--- src/design/fcl_pkg.sv ---
// Constants and encodings for the fabric change lock sequencer
package fcl_pkg;

  // ****************************************
  // Widths
  // ****************************************
  localparam int FCL_SLOTS = 8;
  localparam int SLOT_W    = 3;
  localparam int CUR_W     = 4;
  localparam int ID_W      = 8;
  localparam int IDS_W     = FCL_SLOTS * ID_W;
  localparam int CMD_W     = 8;
  localparam int DATA_W    = 32;
  localparam int REASON_W  = 8;
  localparam int STAT_W    = 3;

  // ****************************************
  // Message kinds
  // ****************************************
  localparam logic [1:0] KIND_ACQUIRE = 2'h0;
  localparam logic [1:0] KIND_STAGE   = 2'h1;
  localparam logic [1:0] KIND_UPDATE  = 2'h2;
  localparam logic [1:0] KIND_RELEASE = 2'h3;

  // ****************************************
  // Reject reasons
  // ****************************************
  localparam logic [REASON_W-1:0] REASON_NONE        = 8'h00;
  localparam logic [REASON_W-1:0] REASON_BUSY        = 8'h01;
  localparam logic [REASON_W-1:0] REASON_FABRIC_CHG  = 8'h02;
  localparam logic [REASON_W-1:0] REASON_UNSUPPORTED = 8'h03;
  localparam logic [REASON_W-1:0] REASON_NOT_HOLDER  = 8'h04;

  // ****************************************
  // Change outcome
  // ****************************************
  localparam logic [STAT_W-1:0] STAT_OK          = 3'h0;
  localparam logic [STAT_W-1:0] STAT_INVALID     = 3'h1;
  localparam logic [STAT_W-1:0] STAT_LOCAL_BUSY  = 3'h2;
  localparam logic [STAT_W-1:0] STAT_ACQ_FAIL    = 3'h3;
  localparam logic [STAT_W-1:0] STAT_STAGE_FAIL  = 3'h4;
  localparam logic [STAT_W-1:0] STAT_UPDATE_FAIL = 3'h5;

  // ****************************************
  // Counts and reset values
  // ****************************************
  localparam logic [CUR_W-1:0]  CUR_FIRST    = 4'h0;
  localparam logic [CUR_W-1:0]  CUR_END      = 4'h8;
  localparam logic [1:0]        RST_SYNC_VAL = 2'h0;
  localparam logic [ID_W-1:0]   ID_NONE      = 8'h00;
  localparam logic [CMD_W-1:0]  CMD_NONE     = 8'h00;
  localparam logic [DATA_W-1:0] DATA_NONE    = 32'h0000_0000;
  localparam logic [IDS_W-1:0]  IDS_NONE     = 64'h0000_0000_0000_0000;

endpackage : fcl_pkg

--- src/design/fcl_peer_slot.sv ---
// Per-domain tracker of authorization and outstanding answer
`timescale 1ns/1ps
`default_nettype none
module fcl_peer_slot (
  // Clock and reset
  input  wire logic ref_clk,
  input  wire logic rst_n,
  // Phase control
  input  wire logic session_start,
  input  wire logic phase_start,
  input  wire logic is_acquire,
  input  wire logic is_release,
  // Events
  input  wire logic sent,
  input  wire logic resp,
  input  wire logic accept,
  // State
  output logic      pending,
  output logic      granted,
  output logic      failed
);

  // ****************************************
  // Outstanding answer
  // ****************************************
  always_ff @(posedge ref_clk or negedge rst_n) begin
    if (!rst_n) begin
      pending <= 1'b0;
    end else if (sent) begin
      pending <= 1'b1;
    end else if (resp) begin
      pending <= 1'b0;
    end
  end

  // ****************************************
  // Authorization held for us
  // ****************************************
  always_ff @(posedge ref_clk or negedge rst_n) begin
    if (!rst_n) begin
      granted <= 1'b0;
    end else if (resp && accept && is_acquire) begin
      granted <= 1'b1;
    end else if ((resp && is_release) || session_start) begin
      granted <= 1'b0;
    end
  end

  // ****************************************
  // Reject seen in this phase
  // ****************************************
  always_ff @(posedge ref_clk or negedge rst_n) begin
    if (!rst_n) begin
      failed <= 1'b0;
    end else if (resp && !accept) begin
      failed <= 1'b1;
    end else if (phase_start) begin
      failed <= 1'b0;
    end
  end

endmodule : fcl_peer_slot
`default_nettype wire

--- src/design/fcl_sequencer.sv ---
// Fabric change lock sequencer: managing side and managed side
`timescale 1ns/1ps
`default_nettype none
module fcl_sequencer
  import fcl_pkg::*;
(
  // Clock and reset
  input  wire logic                ref_clk,
  input  wire logic                reset_n,
  // Change request from management
  input  wire logic                chg_valid,
  input  wire logic [CMD_W-1:0]    chg_cmd,
  input  wire logic [DATA_W-1:0]   chg_data,
  input  wire logic [IDS_W-1:0]    chg_domain_ids,
  input  wire logic [FCL_SLOTS-1:0] chg_domain_mask,
  output logic                     chg_ready,
  output logic                     chg_done,
  output logic [STAT_W-1:0]        chg_status,
  // Outgoing requests to managed switches
  output logic                     msg_tx_valid,
  input  wire logic                msg_tx_ready,
  output logic [SLOT_W-1:0]        msg_tx_slot,
  output logic [ID_W-1:0]          msg_tx_dest,
  output logic [1:0]               msg_tx_kind,
  output logic [CMD_W-1:0]         msg_tx_cmd,
  output logic [DATA_W-1:0]        msg_tx_data,
  output logic [IDS_W-1:0]         msg_tx_ids,
  // Answers from managed switches
  input  wire logic                rsp_rx_valid,
  input  wire logic [SLOT_W-1:0]   rsp_rx_slot,
  input  wire logic [1:0]          rsp_rx_kind,
  input  wire logic                rsp_rx_accept,
  input  wire logic [REASON_W-1:0] rsp_rx_reason,
  // Incoming requests from a managing switch
  input  wire logic                req_rx_valid,
  output logic                     req_rx_ready,
  input  wire logic [ID_W-1:0]     req_rx_src,
  input  wire logic [1:0]          req_rx_kind,
  input  wire logic [IDS_W-1:0]    req_rx_ids,
  input  wire logic [CMD_W-1:0]    req_rx_cmd,
  input  wire logic [DATA_W-1:0]   req_rx_data,
  input  wire logic                req_rx_unsupported,
  input  wire logic [IDS_W-1:0]    known_domain_ids,
  // Answers to the managing switch
  output logic                     rsp_tx_valid,
  input  wire logic                rsp_tx_ready,
  output logic [ID_W-1:0]          rsp_tx_dest,
  output logic [1:0]               rsp_tx_kind,
  output logic                     rsp_tx_accept,
  output logic [REASON_W-1:0]      rsp_tx_reason,
  // Local configuration
  output logic                     local_lock_held,
  output logic                     cfg_apply,
  output logic [CMD_W-1:0]         cfg_cmd,
  output logic [DATA_W-1:0]        cfg_data
);

  typedef enum logic [2:0] {
    ST_IDLE,
    ST_SEND,
    ST_WAIT,
    ST_DONE
  } fcl_state_t;

  // ****************************************
  // Reset release
  // ****************************************
  logic [1:0] rst_sync;
  logic       rst_n;

  always_ff @(posedge ref_clk or negedge reset_n) begin
    if (!reset_n) begin
      rst_sync <= RST_SYNC_VAL;
    end else begin
      rst_sync <= {rst_sync[0], 1'b1};
    end
  end

  assign rst_n = rst_sync[1];

  // ****************************************
  // Declarations
  // ****************************************
  fcl_state_t           state;
  logic [1:0]           kind;
  logic [CUR_W-1:0]     cursor;
  logic [CMD_W-1:0]     sess_cmd;
  logic [DATA_W-1:0]    sess_data;
  logic [IDS_W-1:0]     sess_ids;
  logic [FCL_SLOTS-1:0] sess_mask;
  logic                 self_lock;
  logic                 phase_start;
  logic                 session_start;
  logic [FCL_SLOTS-1:0] pending;
  logic [FCL_SLOTS-1:0] granted;
  logic [FCL_SLOTS-1:0] failed;
  logic [FCL_SLOTS-1:0] rsp_hit;
  logic [FCL_SLOTS-1:0] sent_hit;
  logic [FCL_SLOTS-1:0] target;
  logic                 req_valid_ok;
  logic                 tx_fire;
  logic                 req_take;
  logic                 peer_lock;
  logic [ID_W-1:0]      lock_owner;
  logic                 staged;
  logic [CMD_W-1:0]     staged_cmd;
  logic [DATA_W-1:0]    staged_data;
  logic                 holder;
  logic [SLOT_W-1:0]    cur_slot;

  assign tx_fire  = msg_tx_valid && msg_tx_ready;
  assign req_take = req_rx_valid && req_rx_ready;
  assign cur_slot = cursor[SLOT_W-1:0];
  assign holder   = peer_lock && (lock_owner == req_rx_src);

  // ****************************************
  // Request check
  // ****************************************
  always_comb begin
    req_valid_ok = (chg_domain_mask != '0) && (chg_cmd != CMD_NONE);
    for (int i = 0; i < FCL_SLOTS; i++) begin
      if (chg_domain_mask[i] && (chg_domain_ids[i*ID_W +: ID_W] == ID_NONE)) begin
        req_valid_ok = 1'b0;
      end
    end
  end

  // ****************************************
  // Targets of the current phase
  // ****************************************
  assign target = (kind == KIND_RELEASE) ? granted : sess_mask;

  // ****************************************
  // Per-domain trackers
  // ****************************************
  for (genvar g = 0; g < FCL_SLOTS; g++) begin : g_slot
    assign sent_hit[g] = tx_fire && (msg_tx_slot == SLOT_W'(g));
    assign rsp_hit[g]  = rsp_rx_valid && (rsp_rx_slot == SLOT_W'(g))
                         && (rsp_rx_kind == kind) && pending[g];
    fcl_peer_slot u_slot (
      .ref_clk       (ref_clk),
      .rst_n         (rst_n),
      .session_start (session_start),
      .phase_start   (phase_start),
      .is_acquire    (kind == KIND_ACQUIRE),
      .is_release    (kind == KIND_RELEASE),
      .sent          (sent_hit[g]),
      .resp          (rsp_hit[g]),
      .accept        (rsp_rx_accept),
      .pending       (pending[g]),
      .granted       (granted[g]),
      .failed        (failed[g])
    );
  end

  // ****************************************
  // Managing switch phase sequence
  // ****************************************
  always_ff @(posedge ref_clk or negedge rst_n) begin
    if (!rst_n) begin
      state         <= ST_IDLE;
      kind          <= KIND_ACQUIRE;
      cursor        <= CUR_FIRST;
      phase_start   <= 1'b0;
      session_start <= 1'b0;
      chg_status    <= STAT_OK;
    end else begin
      phase_start   <= 1'b0;
      session_start <= 1'b0;
      unique case (state)
        ST_IDLE: begin
          if (chg_valid && chg_ready) begin
            if (!req_valid_ok) begin
              chg_status <= STAT_INVALID;
              state      <= ST_DONE;
            end else if (peer_lock || req_take) begin
              chg_status <= STAT_LOCAL_BUSY;
              state      <= ST_DONE;
            end else begin
              chg_status    <= STAT_OK;
              kind          <= KIND_ACQUIRE;
              cursor        <= CUR_FIRST;
              phase_start   <= 1'b1;
              session_start <= 1'b1;
              state         <= ST_SEND;
            end
          end
        end
        ST_SEND: begin
          if (tx_fire) begin
            cursor <= cursor + 4'h1;
          end else if (!msg_tx_valid) begin
            if (cursor == CUR_END) begin
              state <= ST_WAIT;
            end else if (!target[cur_slot]) begin
              cursor <= cursor + 4'h1;
            end
          end
        end
        ST_WAIT: begin
          if (pending == '0) begin
            cursor      <= CUR_FIRST;
            phase_start <= 1'b1;
            state       <= ST_SEND;
            unique case (kind)
              KIND_ACQUIRE: begin
                if (failed != '0) begin
                  chg_status <= STAT_ACQ_FAIL;
                  kind       <= KIND_RELEASE;
                end else begin
                  kind <= KIND_STAGE;
                end
              end
              KIND_STAGE: begin
                if (failed != '0) begin
                  chg_status <= STAT_STAGE_FAIL;
                  kind       <= KIND_RELEASE;
                end else begin
                  kind <= KIND_UPDATE;
                end
              end
              KIND_UPDATE: begin
                if (failed != '0) begin
                  chg_status <= STAT_UPDATE_FAIL;
                end
                kind <= KIND_RELEASE;
              end
              KIND_RELEASE: begin
                phase_start <= 1'b0;
                state       <= ST_DONE;
              end
            endcase
          end
        end
        ST_DONE: begin
          state <= ST_IDLE;
        end
      endcase
    end
  end

  // ****************************************
  // Session capture
  // ****************************************
  always_ff @(posedge ref_clk or negedge rst_n) begin
    if (!rst_n) begin
      sess_cmd  <= CMD_NONE;
      sess_data <= DATA_NONE;
      sess_ids  <= IDS_NONE;
      sess_mask <= '0;
    end else if (state == ST_IDLE && chg_valid && chg_ready && req_valid_ok) begin
      sess_cmd  <= chg_cmd;
      sess_data <= chg_data;
      sess_ids  <= chg_domain_ids;
      sess_mask <= chg_domain_mask;
    end
  end

  // ****************************************
  // Management handshake
  // ****************************************
  always_ff @(posedge ref_clk or negedge rst_n) begin
    if (!rst_n) begin
      chg_ready <= 1'b0;
      chg_done  <= 1'b0;
    end else begin
      chg_done <= (state == ST_DONE);
      if (state == ST_IDLE && chg_valid && chg_ready) begin
        chg_ready <= 1'b0;
      end else if (state == ST_IDLE) begin
        chg_ready <= 1'b1;
      end
    end
  end

  // ****************************************
  // Own local authorization
  // ****************************************
  always_ff @(posedge ref_clk or negedge rst_n) begin
    if (!rst_n) begin
      self_lock <= 1'b0;
    end else if (session_start) begin
      self_lock <= 1'b1;
    end else if (state == ST_DONE) begin
      self_lock <= 1'b0;
    end
  end

  // ****************************************
  // Outgoing request
  // ****************************************
  always_ff @(posedge ref_clk or negedge rst_n) begin
    if (!rst_n) begin
      msg_tx_valid <= 1'b0;
      msg_tx_slot  <= '0;
      msg_tx_dest  <= ID_NONE;
      msg_tx_kind  <= KIND_ACQUIRE;
      msg_tx_cmd   <= CMD_NONE;
      msg_tx_data  <= DATA_NONE;
      msg_tx_ids   <= IDS_NONE;
    end else if (tx_fire) begin
      msg_tx_valid <= 1'b0;
    end else if (state == ST_SEND && !msg_tx_valid && cursor != CUR_END
                 && target[cur_slot]) begin
      msg_tx_valid <= 1'b1;
      msg_tx_slot  <= cur_slot;
      msg_tx_dest  <= sess_ids[cur_slot*ID_W +: ID_W];
      msg_tx_kind  <= kind;
      msg_tx_ids   <= (kind == KIND_ACQUIRE) ? sess_ids : IDS_NONE;
      msg_tx_cmd   <= (kind == KIND_STAGE) ? sess_cmd : CMD_NONE;
      msg_tx_data  <= (kind == KIND_STAGE) ? sess_data : DATA_NONE;
    end
  end

  // ****************************************
  // Managed switch answers
  // ****************************************
  always_ff @(posedge ref_clk or negedge rst_n) begin
    if (!rst_n) begin
      req_rx_ready  <= 1'b0;
      rsp_tx_valid  <= 1'b0;
      rsp_tx_dest   <= ID_NONE;
      rsp_tx_kind   <= KIND_ACQUIRE;
      rsp_tx_accept <= 1'b0;
      rsp_tx_reason <= REASON_NONE;
    end else if (rsp_tx_valid) begin
      if (rsp_tx_ready) begin
        rsp_tx_valid <= 1'b0;
        req_rx_ready <= 1'b1;
      end
    end else if (req_take) begin
      req_rx_ready  <= 1'b0;
      rsp_tx_valid  <= 1'b1;
      rsp_tx_dest   <= req_rx_src;
      rsp_tx_kind   <= req_rx_kind;
      rsp_tx_accept <= 1'b1;
      rsp_tx_reason <= REASON_NONE;
      unique case (req_rx_kind)
        KIND_ACQUIRE: begin
          if (req_rx_ids != known_domain_ids) begin
            rsp_tx_accept <= 1'b0;
            rsp_tx_reason <= REASON_FABRIC_CHG;
          end else if (self_lock || (peer_lock && !holder)) begin
            rsp_tx_accept <= 1'b0;
            rsp_tx_reason <= REASON_BUSY;
          end
        end
        KIND_STAGE: begin
          if (!holder) begin
            rsp_tx_accept <= 1'b0;
            rsp_tx_reason <= REASON_NOT_HOLDER;
          end else if (req_rx_unsupported) begin
            rsp_tx_accept <= 1'b0;
            rsp_tx_reason <= REASON_UNSUPPORTED;
          end
        end
        KIND_UPDATE: begin
          if (!holder || !staged) begin
            rsp_tx_accept <= 1'b0;
            rsp_tx_reason <= REASON_NOT_HOLDER;
          end
        end
        KIND_RELEASE: begin
          if (!holder) begin
            rsp_tx_accept <= 1'b0;
            rsp_tx_reason <= REASON_NOT_HOLDER;
          end
        end
      endcase
    end else begin
      req_rx_ready <= 1'b1;
    end
  end

  // ****************************************
  // Local change authorization and staging
  // ****************************************
  always_ff @(posedge ref_clk or negedge rst_n) begin
    if (!rst_n) begin
      peer_lock   <= 1'b0;
      lock_owner  <= ID_NONE;
      staged      <= 1'b0;
      staged_cmd  <= CMD_NONE;
      staged_data <= DATA_NONE;
    end else if (req_take) begin
      unique case (req_rx_kind)
        KIND_ACQUIRE: begin
          if (req_rx_ids == known_domain_ids && !self_lock && (!peer_lock || holder)) begin
            peer_lock  <= 1'b1;
            lock_owner <= req_rx_src;
          end
        end
        KIND_STAGE: begin
          if (holder && !req_rx_unsupported) begin
            staged      <= 1'b1;
            staged_cmd  <= req_rx_cmd;
            staged_data <= req_rx_data;
          end
        end
        KIND_UPDATE: begin
          if (holder) begin
            staged <= 1'b0;
          end
        end
        KIND_RELEASE: begin
          if (holder) begin
            peer_lock <= 1'b0;
            staged    <= 1'b0;
          end
        end
      endcase
    end
  end

  // ****************************************
  // Apply staged configuration
  // ****************************************
  always_ff @(posedge ref_clk or negedge rst_n) begin
    if (!rst_n) begin
      cfg_apply       <= 1'b0;
      cfg_cmd         <= CMD_NONE;
      cfg_data        <= DATA_NONE;
      local_lock_held <= 1'b0;
    end else begin
      local_lock_held <= peer_lock || self_lock;
      cfg_apply       <= req_take && (req_rx_kind == KIND_UPDATE) && holder && staged;
      if (req_take && (req_rx_kind == KIND_UPDATE) && holder && staged) begin
        cfg_cmd  <= staged_cmd;
        cfg_data <= staged_data;
      end
    end
  end

endmodule : fcl_sequencer
`default_nettype wire

--- config.mk ---
export PLATFORM = sky130hd
export DESIGN_NAME = fcl_sequencer
export DESIGN_NICKNAME = d
export VERILOG_FILES = /design/src/design/fcl_pkg.sv /design/src/design/fcl_peer_slot.sv /design/src/design/fcl_sequencer.sv
export SDC_FILE = /design/constraint.sdc
export NUM_CORES = 1
export LEC_CHECK = 0
export BUFFER_PORTS_ARGS = -buffer_cell sky130_fd_sc_hd__buf_2
export CORE_UTILIZATION = 45
export DETAILED_ROUTE_END_ITERATION = 8
export HOLD_SLACK_MARGIN = 0.06
export PLACE_DENSITY = 0.71
export SYNTH_ARGS = -nofsm -noshare
export SYNTH_HDL_FRONTEND = slang
export SYNTH_SLANG_ARGS = --single-unit
export TNS_END_PERCENT = 100
--- constraint.sdc ---
create_clock -name ref_clk -period 13 [get_ports ref_clk]
set_input_delay 1.3 -clock ref_clk [delete_from_list [all_inputs] [get_ports ref_clk]]
set_output_delay 1.3 -clock ref_clk [all_outputs]
set_load 0.01 [all_outputs]
Word-level counts from Yosys, hierarchy flattened
Index checks and enable logic that the tools add are counted.
Widths: inputs -> output; s select.
- $lt $le $gt $ge: 1
- shift-type cells: 1
- equal/unequal tests: 48
- bitwise logic cells: 2
- $add $sub $neg: 1
- reductions and logical operators: 169
- multiplexer cells: 128
- operators by type and width (operator ; number):
    $logic_and 1x1->1 ; 90
    $mux 1 ; 79
    $logic_not 8->1 ; 9
    $eq 64x64->1 ; 1
    $mux 64 ; 1
    $ne 64x64->1 ; 1
    $shiftx 64x7->8 ; 1
    $reduce_bool 2->1 ; 30
    $mux 3 ; 13
    $mux 32 ; 1
    $mux 4 ; 8
    $pmux 8 s4 ; 1
    $eq 3x3->1 const B ; 8
    $mux 2 ; 12
    $reduce_bool 8->1 ; 3
    $ne 2x2->1 const B ; 10
    $eq 3x2->1 const B ; 6
    $ne 3x3->1 const B ; 6
    $mux 8 ; 2
    $logic_or 1x1->1 ; 13
    $pmux 3 s4 ; 1
    $pmux 4 s3 ; 1
    $eq 3x1->1 const B ; 3
    $logic_not 3->1 ; 3
    29 further kinds ; 47
- logic and storage cells: 410
- output and inout bits: 186
- bits of input ports: 312
- register bits: 386

Longest topological paths before layout
Gate-level depths: netlist of the first run.
- depth after elaboration: 13
- gate-level depth with buffers: 14
- depth with buffers taken out: 8

By module
Synthesis of the first run repeated with hierarchy kept, for this count alone.
- cells, all modules: 1400
- area total of the unflattened synthesis: 16513.3 µm²
- modules (own cells, without submodules) (module ; sequential area each (µm²) ; times used ; cells an instance ; area each (µm²)):
    fcl_sequencer ; 8908.5 ; 1 ; 1320 ; 15582.4
    fcl_peer_slot ; 75.1 ; 8 ; 10 ; 116.4

Least setup slack after synthesis of the first run
No wires, ideal clock.
- kind: input-to-reg
- start: in req_rx_src[4]
- end: reg cfg_cmd[7]
- data arrival time: 3.235 ns
- path buffers: 2
- data required time: 12.875 ns
- slack: 9.639 ns
- library setup time: 0.125 ns
- stages on the path: 8
- cells stage by stage: xor2_1 -> nor4_1 -> nand3_1 -> or3_1 -> or3b_1 -> buf_6 -> buf_12 -> mux2_4
- word-level cells in the longest chain between the ends: 4
- ends and longest elaborated chain (what ; RTL line ; source):
    from (decl) ; fcl_sequencer.sv:37 ; input wire logic [ID_W-1:0] req_rx_src,
    $eq 8x8->1 ; fcl_sequencer.sv:114 ; assign holder = peer_lock && (lock_owner == req_rx_src);
    $logic_and 1x1->1 ; fcl_sequencer.sv:114 ;
    $logic_and 1x1->1 (2 in a row) ; fcl_sequencer.sv:427 ; if (req_take && (req_rx_kind == KIND_UPDATE) && holder && staged) begin
    to (signal assigned) ; fcl_sequencer.sv:428 ; cfg_cmd <= staged_cmd;
    to (decl) ; fcl_sequencer.sv:54 ; output logic [CMD_W-1:0] cfg_cmd,
Every way passes these cells.
A chain may end at the register's enable or synchronous reset.

Final worst setup path of the first run
- start: reg kind[0]
- end: reg msg_tx_data[5]
- word-level cells in the longest chain between the ends: 6
- elaborated cells between the ends (all ways): 8
- classes of those cells: eq/ne: 2; mux: 4; reduce/logical: 2
- ends and longest elaborated chain (what ; RTL line ; source):
    from (decl) ; fcl_sequencer.sv:85 ; logic [1:0] kind;
    from (signal assigned) ; fcl_sequencer.sv:162 ; kind <= KIND_ACQUIRE;
    from (signal assigned) ; fcl_sequencer.sv:181 ; kind <= KIND_ACQUIRE;
    from (signal assigned) ; fcl_sequencer.sv:209 ; kind <= KIND_RELEASE;
    $eq 2x2->1 ; fcl_sequencer.sv:131 ; assign target = (kind == KIND_RELEASE) ? granted : sess_mask;
    $mux 8 ; fcl_sequencer.sv:131 ;
    $bmux 1 s3 ; fcl_sequencer.sv:304 ; && target[cur_slot]) begin
    $mux 1 (implied by the code) ; fcl_sequencer.sv:304 ;
    $logic_and 1x1->1 ; fcl_sequencer.sv:304 ;
    $reduce_and 2->1 (no source line) ; n/a ;
    to (signal assigned) ; fcl_sequencer.sv:311 ; msg_tx_data <= (kind == KIND_STAGE) ? sess_data : DATA_NONE;
    to (decl) ; fcl_sequencer.sv:26 ; output logic [DATA_W-1:0] msg_tx_data,
Several ways; a longest one is shown, not always the timed one. The select of a mux whose other input is x is not followed.

==> results of run 1 <==
[logic make-up after synthesis]
family / after synthesis / synth area share
AND/OR/NAND/NOR: 393 / 0.104
flip-flops: 380 / 0.572
multiplexers: 246 / 0.188
AO/OA/AOI/OAI: 186 / 0.0609
buffers and inverters: 104 / 0.0308
XOR/XNOR: 74 / 0.0390
adder cells (fa/ha/maj): 6 / 0.00451
other: 2 / 0.000452
[Yosys cell counts, types with 8 or more instances]
cell / number
a21oi_1: 8
buf_2: 20
clkbuf_1: 44
dfrtp_1: 380
inv_1: 25
mux2_2: 176
mux2_4: 39
mux2i_1: 11
mux4_2: 20
nand2_1: 245
nand2b_1: 10
nand3_1: 19
nand4_1: 17
nor2_1: 39
nor4_1: 35
o21ai_0: 144
o22ai_1: 8
xor2_1: 72
[state kept, by name, summed over array words and instances (netlist names), 32 cells and up]
register     count
msg_tx_ids      64
sess_ids        64
cfg_data        32
msg_tx_data     32
sess_data       32
staged_data     32
[cell type report]
cell class	instances	area share
sequential	380	0.460
multi-input combinational	911	0.321
timing repair buffer	495	0.122
clock buffer	56	0.0592
tap	468	0.0283
clock inverter	13	0.00514
inverter	25	0.00453
antenna	8	0.000967
[metal layers]
metal	part of all wire	wire (um)	track usage
met4	0.034	1540	0.0894
met3	0.067	3030	0.0670
met2	0.46	20700	0.364
met5	0.0029	131	0.0217
met1	0.44	19700	0.330
[worst min path at each step]
stage / to / cells past startpoint
global route: rst_sync[1]$_DFF_PN0_ / 0
detailed placement: rst_sync[1]$_DFF_PN0_ / 0
floorplan: rst_sync[1]$_DFF_PN0_ / 0
CTS: rst_sync[1]$_DFF_PN0_ / 0
finish: sess_data[22]$_DFFE_PN0P_ / 0
global placement: rst_sync[1]$_DFF_PN0_ / 0
[power by group through the flow]
stage | logic [mW] | clock network, mW | registers, mW
global placement | 1.23 | 0 | 1.82
CTS | 1.27 | 1.18 | 1.82
finish | 1.26 | 1.15 | 1.83
detailed placement | 1.27 | 0 | 1.84
global route | 1.40 | 1.23 | 1.88
floorplan | 0.780 | 0 | 1.84
[stage by stage]
stage	setup slack, ps	std cells	power [mW]
after global placement	8680	2279	3.05
after CTS	9060	2348	4.27
final	9080	2356	4.23
after floorplan	1620	1395	2.62
after detailed placement	8640	2279	3.11
after global routing	8660	2355	4.50
[cell usage in the layout (no fill, tap or decap), types with 11 or more instances in the layout]
cell	instances
buf_2	484
dfrtp_1	379
nand2_1	245
mux2_2	176
o21ai_0	144
xor2_1	72
clkbuf_16	43
nor2_1	39
mux2_4	39
nor4_1	35
inv_1	25
mux4_2	20
nand3_1	19
nand4_1	17
mux2i_1	11
==> summary.md, run 1 <==
| Metric | Value |
|---|---|
| Run status | finished, final reports clean |
| Power per standard cell area | 205 nW/um^2 |
| Top-area cell type share of the netlist area | 0.572 |
| Signal arrival time at the worst endpoint | approximately 4300 ps |
| Worst hold slack | ~340 ps |
| Crit path cell chain | ha_1 > mux4_2 > a22oi_1 > a21o_4 > buf_4 > o21ai_0 |
| H-tree levels | 2 |
| Clock root cell | clkbuf_16 |
| Via/cell ratio | 5.21 |
| Critical Path RT | approximately 13000 ps |
| Hold_buf cts | 0 |
| Max-slew violation count | 0 |
| Area of the multi-input gates | about 6600 sq um |
| First-pass GRT wire length | between 70000 and 80000 um |
| Mean Syn Cell Area | approximately 12 sq um |
| IO buf count | 484 |
| Synthesized flop and latch total | between 300 and 400 |
| GP Congestion | about 0.94 |
| Syn Inst Count | between 1000 and 1500 |
| Post-CTS Setup Bufs | 0 |
| Area Overhead vs Synth | 24.5% |
| # clock sinks | 380 |
| Vias in the first global route | roughly 12000 |
| Clock skew | 20.9 ps |
| Pint | 2.82 mW |
| FF-to-FF path depth | 6 |
| Combinational power share | 0.297 |
| Final hold vios | 0 |
| Final instance area | between 20000 and 25000 sq um |
| Synth cell types | between 50 and 60 |
| Initial antenna violation count | 9 |
| Synth warnings | 0 |
| FF-to-FF End | msg_tx_data[5]$_DFFE_PN0P_ |
| CP Depth | 6 |
| Psw | 1.42 mW |
| TritonCTS clock tree | done |
| Drt pass-1 iters | 5 |
| Finish-stage setup viols | 0 |
| Endpoint class of the critical path | flop |
| Worst Setup Start Kind | flop |
| Antenna viol nets, final | 0 |
| Crit path capture | msg_tx_data[5]$_DFFE_PN0P_ |
| Share of power burned in registers | 0.432 |
| Top cells by area, synth | dfrtp_1 (57%), mux2_2 (12%), nand2_1 (5.5%) |
| Final Critical Period | roughly 3900 ps |
| Total gr overflow | 0 |
| Clk buf depth | 3 |
| Worst VDD drop | between 0.0001 and 0.00015 V |
| Final #Nets | 2172 |
| Row cnt | 70 |
| DR iter-0 viols | roughly 730 |
| Pin count of the biggest net entering global routing | 193 |
| Crit Reg-Reg Startpoint | kind[0]$_DFFE_PN0P_ |
| Routed WL | ~45000 um |
| Crit path max-delay family | compound AO/OA/AOI/OAI gates |
| Sw Ratio | 0.335 |
| Slew margin rel. | 0.289 |
| Total track usage | 0.241 |
| Synthesized area | 16600 sq um |
| Vias | 12300 |
| CP Class | reg -> reg |
| Register area | roughly 9500 sq um |
| Core ar. | ~37000 sq um |
| Buffers and inverters on the worst path | 1 |
| FFs w/ async S/R, synth | 1.00 |
| Die X | about 190 um |
| Crit-path max cell delay | 870 ps |
| Ports | 498 |
| Synth Flop Type | dfrtp_1 |
| Synth area leader | dfrtp_1 |
| Hold Path Class | reg -> async |
| Period utilization | 0.301 |
| Initial core utilization | 0.455 |
| Clock-pin slew on the worst setup and hold paths | roughly 60 ps |
| Routed WL per cell | roughly 19 um |
| CP max stage cell | a21o_4 |
| Clock Power Share | 0.271 |
| Clk_lat worst skew | 560 ps |
| Post-CTS resize count | 0 |
| Fmax | roughly 260 MHz |
| Critical path peak fanout | around 120 |
| Share of layout cells above drive strength 1 | 0.429 |
| DRC Markers | 0 |
| Worst setup path startpoint | kind[0]$_DFFE_PN0P_ |
| Post-synth EDFFs | 0 |
| Fillers | about 3100 |
| Die Ht | between 150 and 200 um |
| Setup repair after global routing missed its margin | false |
| Setup_tns | 0 ps |
| Dpl hpwl | between 30000 and 40000 um |
| Reg2reg setup slack | 9080 ps |
| Die area | ~38000 sq um |
| Post-placement cell area | 19400 sq um |
| Worst Tran Pin Value | roughly 1100 ps |
| Leak Pwr | around 10 nW |
| Final Util | 0.567 |
| Total CTS buffers | 41 |
| Max-Cap Viols | 0 |
| Sequential fraction of the synthesis area | 0.572 |
Power figures use the tool's default switching activity.
==> run 2: changes to the inputs <==
- clock period: 13 -> 3.7 ns (I/O delays scaled with it)
==> summary.md, run 2 (synthesized netlist as in run 1, its figures left out) <==
| Metric | Value |
|---|---|
| Run status | finished, final reports clean (unchanged) |
| FF-to-FF End | cfg_data[9]$_DFFE_PN0P_ (was msg_tx_data[5]$_DFFE_PN0P_) |
| GRT busiest layer | met2 (unchanged) |
| Worst hold slack | 85.6 ps (was 342 ps) |
| Clock root cell | clkbuf_16 (unchanged) |
| Core ar. | 36500 sq um (unchanged) |
| Dpl hpwl | 35400 um (was 33100 um) |
| Die area | 37700 sq um (unchanged) |
| Area of the multi-input gates | 6640 sq um (unchanged) |
| Placed insts | 2291 (was 2279) |
| DR iter-0 viols | 701 (was 732) |
| IO buf count | 484 (unchanged) |
| Hold path startpoint | chg_domain_ids[2] |
| Met3 usage | 0.0475 (was 0.0670) |
| Total gr overflow | 0 (unchanged) |
| Pre-CTS WS | 514 ps (was 8640 ps) |
| Final hold vios | 0 (unchanged) |
| Buffers and inverters on the worst path | 1 (unchanged) |
| Largest regs | msg_tx_ids (64), sess_ids (64) (unchanged) |
| Max-Cap Viols | 0 (unchanged) |
| Post-CTS Setup Bufs | 0 (unchanged) |
| Reg2reg setup slack | 650 ps (was 9080 ps) |
| Clock-pin slew on the worst setup and hold paths | 60 ps (about the same) |
| Antenna viol nets, final | 0 (unchanged) |
| Initial core utilization | 0.455 (unchanged) |
| H-tree levels | 2 (unchanged) |
| Routed WL per cell | 19.7 um (was 19.1 um) |
| CP Class | reg -> reg (unchanged) |
| Signal arrival time at the worst endpoint | 3490 ps (was 4290 ps) |
| Critical path peak fanout | 41 (was 121) |
| Finish-stage setup viols | 0 (unchanged) |
| Initial antenna violation count | 4 (was 9) |
| TritonCTS clock tree | done (unchanged) |
| Final Power | 15.5 mW (was 4.23 mW) |
| Pin count of the biggest net entering global routing | 82 (was 193) |
| Endpoint class of the critical path | flop (unchanged) |
| Hold_buf cts | 110 (was 0) |
| # clock sinks | 380 (unchanged) |
| M1 GR Usage | 0.351 (was 0.330) |
| Crit path cell chain | xor2_1 > nor4_1 > nand3_1 > or3_1 > or3b_2 > buf_4 > mux2_4 (was ha_1 > mux4_2 > a22oi_1 > a21o_4 > buf_4 > o21ai_0) |
| Fillers | 2954 (was 3128) |
| Setup repair after global routing missed its margin | false (unchanged) |
| Fmax | 328 MHz (was 255 MHz) |
| Die X | 194 um (unchanged) |
| Post-CTS resize count | 0 (unchanged) |
| Setup ws final | 649 ps (was 9080 ps) |
| Min-Delay Endpoint | sess_ids[2]$_DFFE_PN0P_ |
| Vias | 12900 (was 12300) |
| Ports | 498 (unchanged) |
| First-pass GRT wire length | 76000 um (was 70600 um) |
| Area Overhead vs Synth | 33.1% (was 24.5%) |
| Clk_lat worst skew | 560 ps (about the same) |
| Register area | 9510 sq um (unchanged) |
| GP Congestion | 0.970 (was 0.937) |
| Final instance area | 22100 sq um (was 20700 sq um) |
| Drt pass-1 iters | 5 (unchanged) |
| Finished Layout Cells | 2479 (was 2356) |
| Max-slew violation count | 0 (unchanged) |
| Share of layout cells above drive strength 1 | 0.409 (was 0.429) |
| Worst Tran Pin Value | 847 ps (was 1070 ps) |
| Final #Nets | 2294 (was 2172) |
| Hold Path Class | in -> reg (was reg -> async) |
| Row cnt | 70 (unchanged) |
| Commonest non-fill, non-tap cell in the layout | buf_2 (unchanged) |
| Crit Reg-Reg Startpoint | lock_owner[4]$_DFFE_PN0P_ (was kind[0]$_DFFE_PN0P_) |
| Power per standard cell area | 702 nW/um^2 (was 205 nW/um^2) |
| Via/cell ratio | 5.22 (was 5.21) |
| Post-placement cell area | 19600 sq um (was 19400 sq um) |
| Total track usage | 0.262 (was 0.241) |
| Worst VDD drop | 0.000384 V (was 0.000116 V) |
| Slew margin rel. | 0.435 (was 0.289) |
| GR Util met2 | 0.425 (was 0.364) |
| Vias in the first global route | 13200 (was 12400) |
| Most frequent cells in the layout | buf_2 (484), dfrtp_1 (379), nand2_1 (245), mux2_2 (176), o21ai_0 (144) (unchanged) |
| Period utilization | 0.825 (was 0.301) |
| Setup_tns | 0 ps (unchanged) |
| Leak Pwr | 11.0 nW (was 10.4 nW) |
| Crit-path max cell delay | 480 ps (was 870 ps) |
| Total CTS buffers | 41 (unchanged) |
| Routed WL | 48800 um (was 45100 um) |
| DRC Markers | 0 (unchanged) |
| Worst Setup Start Kind | flop (unchanged) |
| Final Critical Period | 3050 ps (was 3920 ps) |
| FF-to-FF path depth | 7 (was 6) |
| Critical Path RT | 4140 ps (was 13370 ps) |
| Hold path cells | 2 |
| Clk buf depth | 3 (unchanged) |
| Crit path max-delay family | simple AND/OR/NAND/NOR gates (was compound AO/OA/AOI/OAI gates) |
| Die Ht | 194 um (unchanged) |
| Clock skew | 11.0 ps (was 20.9 ps) |
| CP max stage cell | or3b_2 (was a21o_4) |
| Final Util | 0.606 (was 0.567) |
[run 2: cell count changes in the layout (fill, tap and decap cells not counted)]
| cell | before | now |
|---|---|---|
| dlygate4sd3_1 | 0 | 110 |
| buf_12 | 1 | 10 |
| bufinv_16 | 1 | 6 |
| diode_2 | 8 | 3 |
| buf_4 | 10 | 13 |
| clkbuf_1 | 3 | 6 |
| clkinvlp_4 | 2 | 0 |
| clkinv_2 | 7 | 8 |
| clkinv_4 | 2 | 1 |
[run 2: report_power, final]
group | internal, mW | leakage [nW] | switching, mW
Clock | 2.74 | 0.734 | 1.72
Sequential | 5.46 | 4.91 | 0.947
Combinational | 2.22 | 5.34 | 2.46
Total | 10.4 | 11.0 | 5.12
[run 2: layer usage]
layer  up-vias  part of all wire
li1       6004                 -
met1      6409              0.43
met2       432              0.48
met3        95             0.053
met4         2             0.034
met5         -           0.00033
[run 2: final cells by class]
type,count,area share
tap,468,0.0265
multi-input combinational,911,0.300
antenna,3,0.000339
timing repair buffer,617,0.173
clock buffer,59,0.0558
inverter,25,0.00424
clock inverter,16,0.0107
sequential,380,0.430
[run 2: worst max path at each step]
stage,start,end,slack (ps),depth (start not counted)
final,lock_owner[4]$_DFFE_PN0P_,cfg_data[9]$_DFFE_PN0P_,650,7
after global routing,lock_owner[4]$_DFFE_PN0P_,cfg_data[9]$_DFFE_PN0P_,420,7
after CTS,lock_owner[4]$_DFFE_PN0P_,cfg_data[9]$_DFFE_PN0P_,640,7
after detailed placement,req_rx_src[4],cfg_data[9]$_DFFE_PN0P_,510,8
after global placement,req_rx_src[4],cfg_data[25]$_DFFE_PN0P_,630,8
after floorplan,rst_sync[1]$_DFF_PN0_,cfg_apply$_DFF_PN0_,-40,0
[run 2: worst reg2reg max path, delay by kind of cell (launching register included)]
family                 cells  cell delay, ps
AND/OR/NAND/NOR            4            1570
multiplexers               1             440
flip-flops                 1             390
buffers and inverters      1             370
XOR/XNOR                   1             150
